--- config.mk ---
export PLATFORM = sky130hd
export DESIGN_NAME = acs_sequencer
export DESIGN_NICKNAME = d
export VERILOG_FILES = /design/src/core/acs_pkg.sv /design/src/core/acs_prescaler.sv /design/src/core/acs_sequencer.sv
export SDC_FILE = /design/constraint.sdc
export NUM_CORES = 1
export LEC_CHECK = 0
export BUFFER_PORTS_ARGS = -buffer_cell sky130_fd_sc_hd__buf_2
export CAP_MARGIN = 15
export CELL_PAD_IN_SITES_DETAIL_PLACEMENT = 1
export CELL_PAD_IN_SITES_GLOBAL_PLACEMENT = 2
export CORE_MARGIN = 3
export CORE_UTILIZATION = 35
export CTS_CLUSTER_DIAMETER = 200
export CTS_CLUSTER_SIZE = 16
export DETAILED_ROUTE_END_ITERATION = 10
export PLACE_DENSITY = 0.82
export SLEW_MARGIN = 20
export SYNTH_ARGS = -nofsm -noshare
export SYNTH_HDL_FRONTEND = slang
export SYNTH_SLANG_ARGS = --single-unit
--- constraint.sdc ---
create_clock -name clk_i -period 11.15 [get_ports clk_i]
set_input_delay 0.5575 -clock clk_i [delete_from_list [all_inputs] [get_ports clk_i]]
set_output_delay 0.5575 -clock clk_i [all_outputs]
set_load 0.01 [all_outputs]
--- src/core/acs_pkg.sv ---
// Shared constants for the converter sequencer
package acs_pkg;
  // Register byte offsets
  localparam logic [7:0] ADDR_CONTROL_A_REG = 8'h00;
  localparam logic [7:0] ADDR_CONTROL_B_REG = 8'h04;
  localparam logic [7:0] ADDR_CONTROL_C_REG = 8'h08;
  localparam logic [7:0] ADDR_CHAN = 8'h0C;
  localparam logic [7:0] ADDR_CMD = 8'h10;
  localparam logic [7:0] ADDR_EVENT_CONTROL_REG = 8'h14;
  localparam logic [7:0] ADDR_IRQEN = 8'h18;
  localparam logic [7:0] ADDR_IRQFLAG = 8'h1C;
  localparam logic [7:0] ADDR_RESULT = 8'h20;
  localparam logic [7:0] ADDR_WINLT = 8'h24;
  localparam logic [7:0] ADDR_WINHT = 8'h28;
  localparam logic [7:0] ADDR_WINCTRL = 8'h2C;
  localparam logic [7:0] ADDR_SAMPDLY = 8'h30;
  localparam logic [7:0] ADDR_STATUS = 8'h34;
  // Field positions
  localparam int EN_BIT = 0;
  localparam int FREE_RUNNING_SEL_BIT = 1;
  localparam int REF_LSB = 4;
  localparam int AUTO_BIT = 4;
  localparam int RDY_BIT = 0;
  localparam int WIN_BIT = 1;
  // Widths and limits
  localparam int DATA_W = 10;
  localparam int RES_W = 16;
  localparam int CHAN_W = 5;
  localparam int REF_W = 2;
  localparam logic [2:0] MAX_ACC_SEL = 3'h6;
  // Converter timing in converter-clock cycles
  localparam logic [3:0] CONV_CYCLES = 4'hD;
  localparam logic [3:0] SAMPLE_CYCLE = 4'h2;
  // Window comparator modes
  localparam logic [2:0] WIN_NONE = 3'h0;
  localparam logic [2:0] WIN_BELOW = 3'h1;
  localparam logic [2:0] WIN_ABOVE = 3'h2;
  localparam logic [2:0] WIN_INSIDE = 3'h3;
  localparam logic [2:0] WIN_OUTSIDE = 3'h4;
  // Reset values
  localparam logic [7:0] LFSR_SEED = 8'hA5;
  typedef enum logic [1:0] {ST_IDLE, ST_GAP, ST_CONV} acs_state_t;
endpackage

--- src/core/acs_prescaler.sv ---
// Converter clock prescaler, held at zero while not running
`timescale 1ns/1ps
module acs_prescaler
  import acs_pkg::*;
(
  input wire logic clk_i,
  input wire logic srst_i,
  input wire logic run_i,
  input wire logic [2:0] div_sel_i,
  output logic tick_o,
  output logic adc_clk_o
);
  logic [7:0] cnt_q;
  logic [7:0] cnt_d;
  logic [8:0] factor;
  logic [7:0] half_m1;
  logic [7:0] last;
  // Division factor is 2, 4, ... 256
  assign factor = 9'h002 << div_sel_i;
  assign half_m1 = factor[8:1] - 8'h01;
  assign last = factor[7:0] - 8'h01;
  // Rising converter edge is when the count enters the upper half
  assign tick_o = run_i && (cnt_q == half_m1);
  assign cnt_d = !run_i ? 8'h00 : ((cnt_q == last) ? 8'h00 : cnt_q + 8'h01);

  always_ff @(posedge clk_i)
  begin
    if (srst_i)
    begin
      cnt_q <= 8'h00;
      adc_clk_o <= 1'b0;
    end
    else
    begin
      cnt_q <= cnt_d; // RL12 RL13
      adc_clk_o <= run_i && (cnt_d > half_m1);
    end
  end
endmodule // acs_prescaler

--- src/core/acs_sequencer.sv ---
// Conversion sequencer with APB register file
// Behaviour
// (RL1) Enable bit starts the converter; clearing it stops everything.
// (RL2) Channel and reference reach the converter only while enabled.
// (RL3) Result is right-justified, 10-bit per sample.
// (RL4) Start bit begins a conversion, reads one while busy, clears in single mode.
// (RL5) Channel change mid-conversion waits until that conversion ends.
// (RL6) Result-ready flag sets when the single sample or whole burst ends.
// (RL7) Interrupt only when result-ready flag and its enable are both set; the window flag with its own enable also raises it.
// (RL8) Result-ready flag sets even with its interrupt disabled.
// (RL9) With event input enabled, each incoming event triggers a conversion.
// (RL10) Event input is edge detected and sets the start bit.
// (RL11) Free-running restarts right after each completion, flagging each one.
// (RL12) Prescaler divides by selected factor, counts only while enabled.
// (RL13) Prescaler held reset when idle; start on next converter rising edge.
// (RL14) Each conversion lasts 13 converter-clock cycles.
// (RL15) Sample-and-hold fires two converter cycles after start.
// (RL16) Result-ready clears on result read or writing one to it.
// (RL17) Accumulate 1 to 64 samples as selected.
// (RL18) Programmable gap between burst samples, optionally pseudo-random.
// (RL19) Window comparator restricts interrupt to below, above, inside, outside.
// (RL20) Free-running continues only while the start bit stays one.
// (RL21) Selections latch at start, free again near end of conversion.
// (RL22) Accumulated sum appears in result only after the last sample.
// (RL23) Window check is made on each completed result, sums included.
`timescale 1ns/1ps
module acs_sequencer
  import acs_pkg::*;
(
  input wire logic clk_i,
  input wire logic srst_i,
  input wire logic psel_i,
  input wire logic penable_i,
  input wire logic pwrite_i,
  input wire logic [7:0] paddr_i,
  input wire logic [31:0] pwdata_i,
  output logic [31:0] prdata_o,
  output logic pready_o,
  output logic pslverr_o,
  input wire logic event_i,
  input wire logic [DATA_W-1:0] adc_data_i,
  output logic adc_clk_o,
  output logic sample_o,
  output logic [CHAN_W-1:0] channel_o,
  output logic [REF_W-1:0] reference_o,
  output logic conv_busy_o,
  output logic irq_o
);
  function automatic logic win_check(input logic [2:0] mode, input logic [RES_W-1:0] v,
                                     input logic [RES_W-1:0] lo, input logic [RES_W-1:0] hi);
    logic r;
    r = 1'b0;
    case (mode)
      WIN_BELOW: r = v < lo;
      WIN_ABOVE: r = v > hi;
      WIN_INSIDE: r = (v >= lo) && (v <= hi);
      WIN_OUTSIDE: r = (v < lo) || (v > hi);
      default: r = 1'b0;
    endcase
    return r;
  endfunction

  acs_state_t state_q;
  acs_state_t state_d;
  logic [1:0] control_a_reg_q;
  logic [2:0] accsel_q;
  logic [2:0] clock_divider_sel_q;
  logic [REF_W-1:0] ref_q;
  logic [CHAN_W-1:0] chan_q;
  logic cmd_q;
  logic cmd_d;
  logic evin_q;
  logic [1:0] irqen_q;
  logic [1:0] flag_q;
  logic [1:0] flag_d;
  logic [RES_W-1:0] result_q;
  logic [RES_W-1:0] winlt_q;
  logic [RES_W-1:0] winht_q;
  logic [2:0] winmode_q;
  logic [3:0] sdly_q;
  logic sdly_auto_q;
  logic [3:0] cyc_q;
  logic [6:0] smp_q;
  logic [RES_W-1:0] acc_q;
  logic [4:0] gap_q;
  logic [4:0] gap_d;
  logic [7:0] lfsr_q;
  logic ev_s1_q;
  logic ev_s2_q;
  logic ev_s3_q;
  logic pready_q;

  wire enable = control_a_reg_q[EN_BIT];
  wire free_running_sel = control_a_reg_q[FREE_RUNNING_SEL_BIT];
  wire xfer = psel_i && penable_i && pready_q;
  wire wr = xfer && pwrite_i;
  wire rd = xfer && !pwrite_i;
  wire hit_control_a_reg = paddr_i == ADDR_CONTROL_A_REG;
  wire hit_control_b_reg = paddr_i == ADDR_CONTROL_B_REG;
  wire hit_control_c_reg = paddr_i == ADDR_CONTROL_C_REG;
  wire hit_chan = paddr_i == ADDR_CHAN;
  wire hit_cmd = paddr_i == ADDR_CMD;
  wire hit_event_control_reg = paddr_i == ADDR_EVENT_CONTROL_REG;
  wire hit_irqen = paddr_i == ADDR_IRQEN;
  wire hit_flag = paddr_i == ADDR_IRQFLAG;
  wire hit_result = paddr_i == ADDR_RESULT;
  wire hit_winlt = paddr_i == ADDR_WINLT;
  wire hit_winht = paddr_i == ADDR_WINHT;
  wire hit_winctrl = paddr_i == ADDR_WINCTRL;
  wire hit_sdly = paddr_i == ADDR_SAMPDLY;
  wire hit_status = paddr_i == ADDR_STATUS;
  wire mapped = hit_control_a_reg || hit_control_b_reg || hit_control_c_reg || hit_chan || hit_cmd || hit_event_control_reg ||
                hit_irqen || hit_flag || hit_result || hit_winlt || hit_winht ||
                hit_winctrl || hit_sdly || hit_status;
  wire busy = state_q != ST_IDLE;
  wire tick;
  // Event synchroniser, edge taken past the second stage only
  wire ev_trig = ev_s2_q && !ev_s3_q && evin_q && enable; // RL9 RL10
  wire cmd_set = ev_trig || (wr && hit_cmd && pwdata_i[0] && enable);
  wire start_go = (state_q == ST_IDLE) && cmd_q && enable;
  wire conv_start = (state_q == ST_GAP) && tick && (gap_q == 5'h00);
  wire conv_done = (state_q == ST_CONV) && tick && (cyc_q == CONV_CYCLES - 4'h1); // RL14
  wire [2:0] acc_sel = (accsel_q > MAX_ACC_SEL) ? MAX_ACC_SEL : accsel_q;
  wire [6:0] last_smp = (7'h01 << acc_sel) - 7'h01; // RL17
  wire last_sample = smp_q == last_smp;
  wire [RES_W-1:0] sum = acc_q + {{(RES_W-DATA_W){1'b0}}, adc_data_i}; // RL3 RL22
  wire burst_done = conv_done && last_sample; // RL6
  wire win_hit = win_check(winmode_q, sum, winlt_q, winht_q); // RL23
  wire unlock = (state_q != ST_CONV) || (cyc_q == CONV_CYCLES - 4'h1);
  wire [4:0] rnd = sdly_auto_q ? {1'b0, lfsr_q[3:0]} : 5'h00;
  wire flag_w1c = wr && hit_flag;
  wire res_read = rd && hit_result;
  wire restart = free_running_sel && cmd_d; // RL11 RL20
  wire [31:0] rdata_mux =
    hit_control_a_reg ? {30'h0, control_a_reg_q} :
    hit_control_b_reg ? {29'h0, accsel_q} :
    hit_control_c_reg ? {26'h0, ref_q, 1'b0, clock_divider_sel_q} :
    hit_chan ? {27'h0, chan_q} :
    hit_cmd ? {31'h0, cmd_q} : // RL4
    hit_event_control_reg ? {31'h0, evin_q} :
    hit_irqen ? {30'h0, irqen_q} :
    hit_flag ? {30'h0, flag_q} :
    hit_result ? {16'h0, result_q} :
    hit_winlt ? {16'h0, winlt_q} :
    hit_winht ? {16'h0, winht_q} :
    hit_winctrl ? {29'h0, winmode_q} :
    hit_sdly ? {27'h0, sdly_auto_q, sdly_q} :
    hit_status ? {24'h0, reference_o, channel_o, busy} : 32'h0;

  acs_prescaler u_clock_divider_sel (
    .clk_i(clk_i),
    .srst_i(srst_i),
    .run_i(enable && busy), // RL12 RL13
    .div_sel_i(clock_divider_sel_q),
    .tick_o(tick),
    .adc_clk_o(adc_clk_o)
  );

  // Start bit: set wins over the hardware clear
  always_comb
  begin
    cmd_d = cmd_q;
    if (wr && hit_cmd && !pwdata_i[0])
      cmd_d = 1'b0;
    if (burst_done && !free_running_sel)
      cmd_d = 1'b0; // RL4
    if (cmd_set)
      cmd_d = 1'b1; // RL10
    if (!enable)
      cmd_d = 1'b0; // RL1
  end

  // Flags: a completion in the same cycle as a clear is kept
  always_comb
  begin
    flag_d = flag_q;
    if (flag_w1c)
      flag_d = flag_q & ~pwdata_i[1:0]; // RL16
    if (res_read)
      flag_d[RDY_BIT] = 1'b0; // RL16
    if (burst_done)
    begin
      flag_d[RDY_BIT] = 1'b1; // RL6 RL8
      flag_d[WIN_BIT] = flag_d[WIN_BIT] || win_hit; // RL19
    end
  end

  always_comb
  begin
    state_d = state_q;
    gap_d = gap_q;
    case (state_q)
      ST_IDLE:
        if (start_go)
        begin
          state_d = ST_GAP;
          gap_d = 5'h00;
        end
      ST_GAP:
        if (tick)
        begin
          if (gap_q == 5'h00)
            state_d = ST_CONV;
          else
            gap_d = gap_q - 5'h01;
        end
      ST_CONV:
        if (conv_done)
        begin
          if (!last_sample)
          begin
            state_d = ST_GAP;
            gap_d = {1'b0, sdly_q} + rnd; // RL18
          end
          else if (restart)
          begin
            state_d = ST_GAP;
            gap_d = 5'h00;
          end
          else
            state_d = ST_IDLE;
        end
      default: state_d = ST_IDLE;
    endcase
    if (!enable)
      state_d = ST_IDLE; // RL1
  end

  always_ff @(posedge clk_i)
  begin
    if (srst_i)
    begin
      pready_q <= 1'b0;
      prdata_o <= 32'h0;
      pslverr_o <= 1'b0;
    end
    else
    begin
      // One wait state so read data leaves a flop
      pready_q <= psel_i && penable_i && !pready_q;
      prdata_o <= (psel_i && penable_i && !pready_q && !pwrite_i) ? rdata_mux : 32'h0;
      pslverr_o <= psel_i && penable_i && !pready_q && !mapped;
    end
  end
  assign pready_o = pready_q;

  always_ff @(posedge clk_i)
  begin
    if (srst_i)
    begin
      control_a_reg_q <= 2'h0;
      accsel_q <= 3'h0;
      clock_divider_sel_q <= 3'h0;
      ref_q <= '0;
      chan_q <= '0;
      evin_q <= 1'b0;
      irqen_q <= 2'h0;
      winlt_q <= '0;
      winht_q <= '0;
      winmode_q <= WIN_NONE;
      sdly_q <= 4'h0;
      sdly_auto_q <= 1'b0;
    end
    else if (wr)
    begin
      if (hit_control_a_reg)
        control_a_reg_q <= pwdata_i[1:0];
      if (hit_control_b_reg)
        accsel_q <= pwdata_i[2:0];
      if (hit_control_c_reg)
      begin
        clock_divider_sel_q <= pwdata_i[2:0];
        ref_q <= pwdata_i[REF_LSB +: REF_W];
      end
      if (hit_chan)
        chan_q <= pwdata_i[CHAN_W-1:0];
      if (hit_event_control_reg)
        evin_q <= pwdata_i[0];
      if (hit_irqen)
        irqen_q <= pwdata_i[1:0];
      if (hit_winlt)
        winlt_q <= pwdata_i[RES_W-1:0];
      if (hit_winht)
        winht_q <= pwdata_i[RES_W-1:0];
      if (hit_winctrl)
        winmode_q <= pwdata_i[2:0];
      if (hit_sdly)
      begin
        sdly_q <= pwdata_i[3:0];
        sdly_auto_q <= pwdata_i[AUTO_BIT];
      end
    end
  end

  always_ff @(posedge clk_i)
  begin
    if (srst_i)
    begin
      state_q <= ST_IDLE;
      cmd_q <= 1'b0;
      flag_q <= 2'h0;
      gap_q <= 5'h00;
      ev_s1_q <= 1'b0;
      ev_s2_q <= 1'b0;
      ev_s3_q <= 1'b0;
      irq_o <= 1'b0;
      conv_busy_o <= 1'b0;
      lfsr_q <= LFSR_SEED;
    end
    else
    begin
      state_q <= state_d;
      cmd_q <= cmd_d;
      flag_q <= flag_d;
      gap_q <= gap_d;
      ev_s1_q <= event_i;
      ev_s2_q <= ev_s1_q;
      ev_s3_q <= ev_s2_q;
      irq_o <= (flag_q[RDY_BIT] && irqen_q[RDY_BIT]) ||
               (flag_q[WIN_BIT] && irqen_q[WIN_BIT] && (winmode_q != WIN_NONE)); // RL7 RL19
      conv_busy_o <= state_d != ST_IDLE;
      if (conv_done)
        lfsr_q <= {lfsr_q[6:0], lfsr_q[7] ^ lfsr_q[5] ^ lfsr_q[4] ^ lfsr_q[3]}; // RL18
    end
  end

  always_ff @(posedge clk_i)
  begin
    if (srst_i)
    begin
      cyc_q <= 4'h0;
      smp_q <= 7'h00;
      acc_q <= '0;
      result_q <= '0;
      sample_o <= 1'b0;
      channel_o <= '0;
      reference_o <= '0;
    end
    else
    begin
      if (conv_start)
        cyc_q <= 4'h0;
      else if ((state_q == ST_CONV) && tick)
        cyc_q <= cyc_q + 4'h1;
      // Sample pulse on the second converter edge after start
      sample_o <= (state_q == ST_CONV) && tick && (cyc_q == SAMPLE_CYCLE - 4'h1); // RL15
      if (start_go)
      begin
        smp_q <= 7'h00;
        acc_q <= '0;
      end
      else if (conv_done)
      begin
        smp_q <= last_sample ? 7'h00 : smp_q + 7'h01;
        acc_q <= last_sample ? '0 : sum; // RL17
      end
      if (burst_done)
        result_q <= sum; // RL22
      // Selections track software only when enabled and outside the lock
      if (enable && unlock)
      begin
        channel_o <= chan_q; // RL2 RL5 RL21
        reference_o <= ref_q; // RL2 RL21
      end
    end
  end

  logic [3:0] hlp_ticks_q;
  always_ff @(posedge clk_i)
  begin
    if (srst_i || conv_start)
      hlp_ticks_q <= 4'h0;
    else if ((state_q == ST_CONV) && tick && (hlp_ticks_q != 4'hF))
      hlp_ticks_q <= hlp_ticks_q + 4'h1;
  end
endmodule // acs_sequencer

# Yosys cells after proc, flatten, opt, wreduce, memory -nomap -nowiden
# Cells that the tools add are included.
# word_totals
reg_bits	175
output_inout_bits	45
wordCells	221
# classes
n_bitwise	6
eq_ne	30
shifts	2
reduce_logical	85
addsub	9
order_cmp	6
mux	43
# op_table
cell	n
2-to-1 mux 16 bit	4
== test 8 x 6 -> 1 bit (second input constant)	6
2-to-1 mux 8 bit	5
2-to-1 mux 6 bit	6
logical AND 1 bit	34
== test 8 x 5 -> 1 bit (second input constant)	4
2-to-1 mux 5 bit	6
AND reduction 2 bit	10
logical OR 1 bit	18
adder 16 x 10 -> 16 bit	1
== test 8 x 4 -> 1 bit (second input constant)	2
== test 8 bit	2
>= comparator 16 bit	1
greater-than comparator 16 bit	1
less-or-equal comparator 16 bit	1
less-than comparator 16 bit	1
2-to-1 mux 2 bit	8
subtractor 8 x 1 -> 8 bit (second input constant)	2
case mux 5 bit (3 select lines)	1
OR reduction 15 bit	1
!= test 2 bit (second input constant)	5
OR reduction 10 bit	1
nonzero test 3 bit	3
<< shifter 2 x 3 -> 9 bit (first input constant)	1
other kinds (39)	57

# Depth between registers and ports, before layout
# Gate-level depths: netlist of run 1.
# logic_depth
word_depth	18
depth_mapped	18
mapped_depth_nobuf	15

# Hierarchy
# From an unflattened synthesis of run 1, not the netlist that was laid out.
# hier_totals
cells_unflattened	1177
hier_area_um2	9449.1
# by_module_without_submodules
module	seq_area_each_um2	cells_per_inst	area_per_inst_um2	instances
acs_sequencer	3002.9	1055	8439.3	1
acs_prescaler	180.2	122	1009.7	1

# Worst setup path before layout of run 1
# No wires, ideal clock.
# synth_timing
kind	input to register
start	input port adc_data_i[0]
end	register flag_q[1]
arrival_time_ps	3869
stages	13
setup_slack_ps	7193
path_buffers	0
path_cell_list	ha_1 fa_1 a211o_1 a2111oi_0 o31ai_1 and3_1 xor2_1 ha_1 a2111oi_0 nand4_1 a31oi_1 a22oi_1 a311oi_2
# synth_between
elab_chain_cells	6
# synth_rtl
item	line	text
start: declaration	acs_sequencer.sv:41	input wire logic [DATA_W-1:0] adc_data_i,
adder 16 x 10 -> 16 bit *	acs_sequencer.sv:126	wire [RES_W-1:0] sum = acc_q + {{(RES_W-DATA_W){1'b0}}, adc_data_i};
named net sum[14]	acs_sequencer.sv:126	
less-than comparator 16 bit, or another cell as far along	acs_sequencer.sv:54, acs_sequencer.sv:57	
logical OR 1 bit / logical AND 1 bit (equally long branches)	acs_sequencer.sv:57, acs_sequencer.sv:56	
case mux 1 bit (4 select lines) *	acs_sequencer.sv:53	case (mode)
logical OR 1 bit *	acs_sequencer.sv:184	flag_d[WIN_BIT] = flag_d[WIN_BIT] || win_hit;
2-to-1 mux 2 bit *	acs_sequencer.sv:181	if (burst_done)
end signal: assignment	acs_sequencer.sv:314	flag_q <= flag_d;
end: declaration	acs_sequencer.sv:74	logic [1:0] flag_q;
# The timed path passes the listed nets; every way through them passes the cells marked *.
# A chain may end at the register's enable or synchronous reset.

# Final worst setup path of run 1
# layout_timing
start	register acc_q[0]
end	register flag_q[1]
# layout_between
elab_chain_cells	6
# layout_rtl
item	line	text
start: declaration	acs_sequencer.sv:84	logic [RES_W-1:0] acc_q;
start signal: assignment	acs_sequencer.sv:355	acc_q <= last_sample ? '0 : sum;
adder 16 x 10 -> 16 bit *	acs_sequencer.sv:126	
named net sum[14]	acs_sequencer.sv:126	
less-than comparator 16 bit, or another cell as far along	acs_sequencer.sv:54, acs_sequencer.sv:57	
logical OR 1 bit / logical AND 1 bit (equally long branches)	acs_sequencer.sv:57, acs_sequencer.sv:56	
case mux 1 bit (4 select lines) *	acs_sequencer.sv:53	
logical OR 1 bit *	acs_sequencer.sv:184	
2-to-1 mux 2 bit *	acs_sequencer.sv:181	
# Marked as above.

==> results of run 1 <==
[flip-flops by register name, summed over array words and instances (netlist names), 4 cells and up]
signal	flops
acc_q	16
prdata_o	16
result_q	16
winht_q	16
winlt_q	16
lfsr_q	8
u_clock_divider_sel.cnt_q	8
smp_q	7
chan_q	5
channel_o	5
gap_q	5
cyc_q	4
sdly_q	4
[layout make-up]
cell class	count	area, um2
repair buffers	80	433
clock inverters	10	128
multi-input cells	875	5520
well taps	330	413
clock buffers	21	470
flip-flops and latches	159	3180
fillers	3110	15200
inverters	54	203
[path summary, 6_finish.rpt]
check | from | endpoint | slack, ns | cells after the start
min reg2reg | result_q[1] | result_q[1] | 0.46 | 2
max reg2reg | acc_q[0] | flag_q[1] | 6.59 | 14
min | event_i | ev_s1_q | 0.35 | 2
max | acc_q[0] | flag_q[1] | 6.59 | 14
[layer usage]
| layer | global-route usage (%) | vias to the layer above |
|---|---|---|
| li1 | - | 4099 |
| met1 | 26.3 | 4079 |
| met2 | 34.2 | 136 |
| met3 | 3.05 | 31 |
| met4 | 6.47 | 0 |
| met5 | 0 | - |
[power breakdown]
group / switching, W / leakage, nW / internal, W
clock: 0.000253 / 0.281 / 0.000351
sequential: 0.000000395 / 1.28 / 0.000568
combinational: 0.0000442 / 2.36 / 0.0000197
[stage by stage]
stage	area [um2]	util [%]
after floorplan	9280	-
after global placement	9750	38.2
after detailed placement	9750	38.2
after CTS	10300	40.5
after global routing	10400	40.5
final	10400	40.5
[cell families after synthesis]
group	count (synthesis)	share of synthesized area, %
and+or+nand+nor	461	23.6
AOI/OAI and AO/OA	255	18.3
DFF	159	34.5
buffers and inverters	135	6.61
adders and majority gates	66	9.12
muxes	40	4.35
xor gates and xnor gates	36	3.42
other	2	0.0814
[synthesized netlist by cell type (9+ instances only)]
master    count
a21o_1       11
a21oi_1      88
a222oi_1     10
a22oi_1      18
a31oi_1      11
and3_1       12
buf_4        19
clkbuf_1     49
dfxtp_1     159
ha_1         64
inv_1        54
mux2i_1      39
nand2_1     167
nand2b_1     21
nand3_1      35
nand3b_1     11
nand4_1      19
nor2_1      111
nor2b_1      12
nor3_1       26
o21a_1        9
o21ai_0      34
xnor2_1      15
xor2_1       21
==> key figures, run 1 <==
Floorplanning
  • Die Width: 168 um
  • Die area: 28300 um2
  • Core ar.: 25500 um2
  • Starting density of the core: 36.1%
  • I/O pins: 101
  • Die Y: 168 um
  • FP Rows: 58

STA
  • Slew HR: between 20% and 30%
  • Final setup vio count: 0
  • Max Clock Skew: 0.00924 ns
  • RSZ-0062 raised after global routing: false
  • Final period util: between 40% and 50%
  • Worst hold slack: between 0.3 and 0.4 ns
  • Setup TNS: 0 ns
  • Fin crit period: 4.56 ns
  • FMAX: 219 MHz
  • Final worst setup slack: roughly 6.6 ns
  • Worst Tran Pin Value: ~1.1 ns
  • Max Slew Vio Count: 0
  • Fin. Hold Viols: 0

Synth
  • Post-synth top flop: dfxtp_1
  • Post-synth EDFFs: 0
  • Synth Area per Inst: 7.99 um2
  • Seq cells post-synth: ~160
  • Seq/Total Area, Yosys: 34.5%
  • Synth unique cells: 70
  • Mapped cell area: ~9200 um2
  • Syn Inst Count: 1154
  • Warnings from Yosys: 0
  • Dominant cell type by area after synthesis: dfxtp_1
  • Synth top area cells: dfxtp_1 (35%), ha_1 (8.7%), nand2_1 (6.8%), a21oi_1 (4.8%), nor2_1 (4.5%)
  • Share of the synthesized area in the top cell type: between 30% and 40%
  • Async set-or-reset flop fraction in the synthesized netlist: 0%

Setup path
  • CP arrival: 4.82 ns
  • CP required: ~11 ns
  • Critical Path Start Type: flip-flop
  • Worst path slowest cell: a2111oi_0
  • Worst path max stage delay: 0.62 ns
  • CP Class: flip-flop to flip-flop
  • Worst Path Max Fanout: 5
  • Cells along the critical path: ha_1, fa_1, a211o_1, a2111oi_0, o31ai_1, and3_1, xor2_1, ha_1, a2111oi_0, nand4_1, a31oi_1, o31ai_1, nand4_1, a311oi_2
  • Crit path max-delay family: compound AO/OA/AOI/OAI gates
  • Buffers & Inverters on Critical Path: 0
  • Crit end category: flip-flop

Cells and area
  • Share of cells above drive strength 1: 11.3%
  • Area Growth Syn to Fin: 12.3%
  • Commonest cells after routing, fill and taps aside: nand2_1 (167), dfxtp_1 (159), nor2_1 (110)
  • Most common cell after layout, fill and taps aside: nand2_1
  • ANT cells: 0
  • Nets: 1309
  • Non-filler cells, final: 1529

Drt
  • Wl on met1: 13100 um
  • DRC viols: 0
  • DR iter-0 viols: approximately 440
  • Routed vias/inst: about 5.5
  • Routed wl met2: 13900 um
  • Vias post-DR: 8345
  • Antenna Violating Nets Remaining: 0
  • Wire length per cell: 18.6 um
  • First drt pass iteration count: 6
  • Top Metal Used: met4
  • Met3 wire len: 817 um
  • DRT Wirelength: approximately 28000 um

Placement
  • Dpl ws: 6.29 ns
  • GP Congestion: around 0.86
  • Placed cells: between 1000 and 1500
  • HPWL after DPL: 20500 um
  • Port bufs: 68

GRT
  • Vias in the first global route: 8524
  • All-Layer GR Usage: 20.1%
  • First-pass GRT wire length: 46400 um
  • Initial antenna violation count: 0
  • Largest net degree at the start of global routing: 94
  • Total grt overflow: 0

CTS
  • Max Root-Sink Buffers: 2
  • Inserted Clock Buffers: 17
  • Clock Latency Late Sink: 0.43 ns
  • Setup Fix Bufs, Post-CTS: 0
  • TritonCTS Sinks: 159
  • CTS-repair resized insts: 0
  • Register clock-pin slew on the reported worst setup and hold paths: 0.07 ns
  • H-tree depth: 4
  • TritonCTS clock tree: done
  • CTS Root Cell: clkbuf_16
  • Hold buffers post-CTS: 0

Pwr
  • Total power: approximately 0.0012 W
  • Power Density: 119 nW/um2
  • Max VDD drop: ~100 uV
  • Lkg Pwr: approximately 3.9 nW

Flow run
  • Maxcap violations: 0

Worst hold path
  • Tightest Hold Check Type: input pin to flip-flop

Status
  • Status: completed
No activity file was read; power rests on OpenSTA's default activity.
==> inputs of run 2 (changes only) <==
==> constraint.sdc (replaced) <==
create_clock -name clk_i -period 4.62 [get_ports clk_i]
set_input_delay 0.231 -clock clk_i [delete_from_list [all_inputs] [get_ports clk_i]]
set_output_delay 0.231 -clock clk_i [all_outputs]
set_load 0.01 [all_outputs]
==> key figures, run 2 (same netlist as run 1, synthesis figures left out) <==
Floorplanning
  • I/O pins: 101
  • FP Rows: 58
  • Die area: 28300 um2
  • Starting density of the core: between 30% and 40%
  • Die Y: 168 um
  • Die Width: 168 um
  • Core ar.: about 26000 um2

GRT
  • All-Layer GR Usage: 20.4%
  • Initial antenna violation count: 0
  • Vias in the first global route: 8592
  • First-pass GRT wire length: 46800 um
  • Largest net degree at the start of global routing: 91
  • Total grt overflow: 0

STA
  • Fin crit period: around 4.2 ns
  • RSZ-0062 raised after global routing: false
  • Worst Tran Pin Value: 0.980 ns
  • FMAX: around 240 MHz
  • Final setup vio count: 0
  • Final period util: between 90% and 100%
  • Fin. Hold Viols: 0
  • Max Slew Vio Count: 0
  • Slew HR: between 30% and 40%
  • Setup TNS: 0 ns
  • Max Clock Skew: about 0.017 ns
  • Worst hold slack: 0.0222 ns

Setup path
  • Critical Path Start Type: flip-flop
  • FF-to-FF Start: acc_q[0]
  • Crit end category: flip-flop
  • R2r worst-path depth: 13
  • CP Class: flip-flop to flip-flop
  • Worst flop-to-flop path endpoint: flag_q[1]
  • R2R setup slack: 0.39 ns
  • CP required: 4.96 ns
  • Worst Path Max Fanout: 5
  • CP arrival: 4.57 ns

Placement
  • HPWL after DPL: 20700 um
  • GP Congestion: 0.844
  • Port bufs: 68

CTS
  • Max Root-Sink Buffers: 2
  • Register clock-pin slew on the reported worst setup and hold paths: 0.07 ns
  • CTS Root Cell: clkbuf_16
  • TritonCTS Sinks: 159
  • Hold buffers post-CTS: 0
  • CTS-repair resized insts: 0
  • Setup Fix Bufs, Post-CTS: 0
  • H-tree depth: 4
  • TritonCTS clock tree: done
  • Inserted Clock Buffers: 17
  • Clock Latency Late Sink: 0.44 ns

Drt
  • DR iter-0 viols: 472
  • DRC viols: 0
  • DRT Wirelength: 28800 um
  • Antenna Violating Nets Remaining: 0
  • Vias post-DR: 8447
  • First drt pass iteration count: 6
  • Wire length per cell: 18.7 um
  • Routed vias/inst: ~5.5

Cells and area
  • Most common cell after layout, fill and taps aside: nand2_1
  • Area Growth Syn to Fin: 13.6%
  • Commonest cells after routing, fill and taps aside: nand2_1 (167), dfxtp_1 (159), nor2_1 (110)
  • Nets: 1317
  • ANT cells: 0
  • Share of cells above drive strength 1: between 10% and 20%

Worst hold path
  • Hold path cells: 2
  • Hold EP: ev_s1_q
  • Tightest Hold Check Type: input pin to flip-flop
  • Hold Startpoint: event_i

Flow run
  • Maxcap violations: 0

Pwr
  • Int Power: 0.00239 W
  • Max VDD drop: roughly 250 uV
  • Total power: 0.00312 W
  • Register share of total power: 44.0%
  • Logic pwr share: around 5.0%
  • Clock power frac: 51.0%
  • Power Density: 298 nW/um2
  • Switch share: 23.3%
  • Lkg Pwr: 3.99 nW
  • Switching power: between 0.0007 and 0.0008 W

Status
  • Status: completed
-- run 2: layout make-up --
| class | instances | area [um2] |
|---|---|---|
| multi-input combinational | 875 | 5520 |
| tap | 330 | 413 |
| clock buffer | 22 | 484 |
| timing repair buffer | 88 | 493 |
| fill | 3162 | 15100 |
| clock inverter | 10 | 174 |
| inverter | 54 | 203 |
| sequential | 159 | 3180 |
-- run 2: how the worst max path moves through the flow --
stage / startpoint / end / slack [ns]
floorplan: acc_q[0] / flag_q[1] / 0.94
global placement: adc_data_i[0] / flag_q[1] / 0.45
detailed placement: adc_data_i[0] / flag_q[1] / 0.38
CTS: acc_q[0] / flag_q[1] / 0.40
global route: acc_q[0] / flag_q[1] / 0.01
finish: acc_q[0] / flag_q[1] / 0.39
-- run 2: per-layer routing --
layer	track usage (%)	share of wire, %	vias up
met5	0	0	-
met4	5.30	1.8	0
met3	3.43	4.4	37
met2	35.2	49	181
met1	26.6	45	4116
li1	-	-	4113
-- run 2: power by group through the flow --
stage	Clock [W]	Combinational, W	Sequential, W
6_report	0.00159	0.000155	0.00137
5_1_grt	0.00169	0.000172	0.00137
4_1_cts	0.00163	0.000156	0.00137
3_5_place_dp	0	0.000155	0.00140
3_3_place_gp	0	0.000153	0.00140
2_1_floorplan	0	0.000102	0.00140
-- run 2: per-stage QoR --
stage	worst slack (ns)	std cells	util (%)	instance area, um2
3_3_place_gp	0.453	1506	38.4	9810
5_1_grt	0.0107	1538	41.0	10500
4_1_cts	0.404	1538	41.0	10500
6_report	0.386	1538	41.0	10500
3_5_place_dp	0.380	1506	38.4	9810
2_1_floorplan	0.937	1169	-	9280
-- run 2: critical path, stage by stage (launching register included) --
cell and delay [ns]:
dfxtp_1 0.32, ha_1 0.22, fa_1 0.44, a211o_1 0.31, a2111oi_0 0.50, o31ai_1 0.25
and3_1 0.26, xor2_1 0.19, ha_1 0.23, a2111oi_0 0.58, nand4_1 0.16, a31oi_1 0.28
a22oi_1 0.12, a311oi_2 0.27
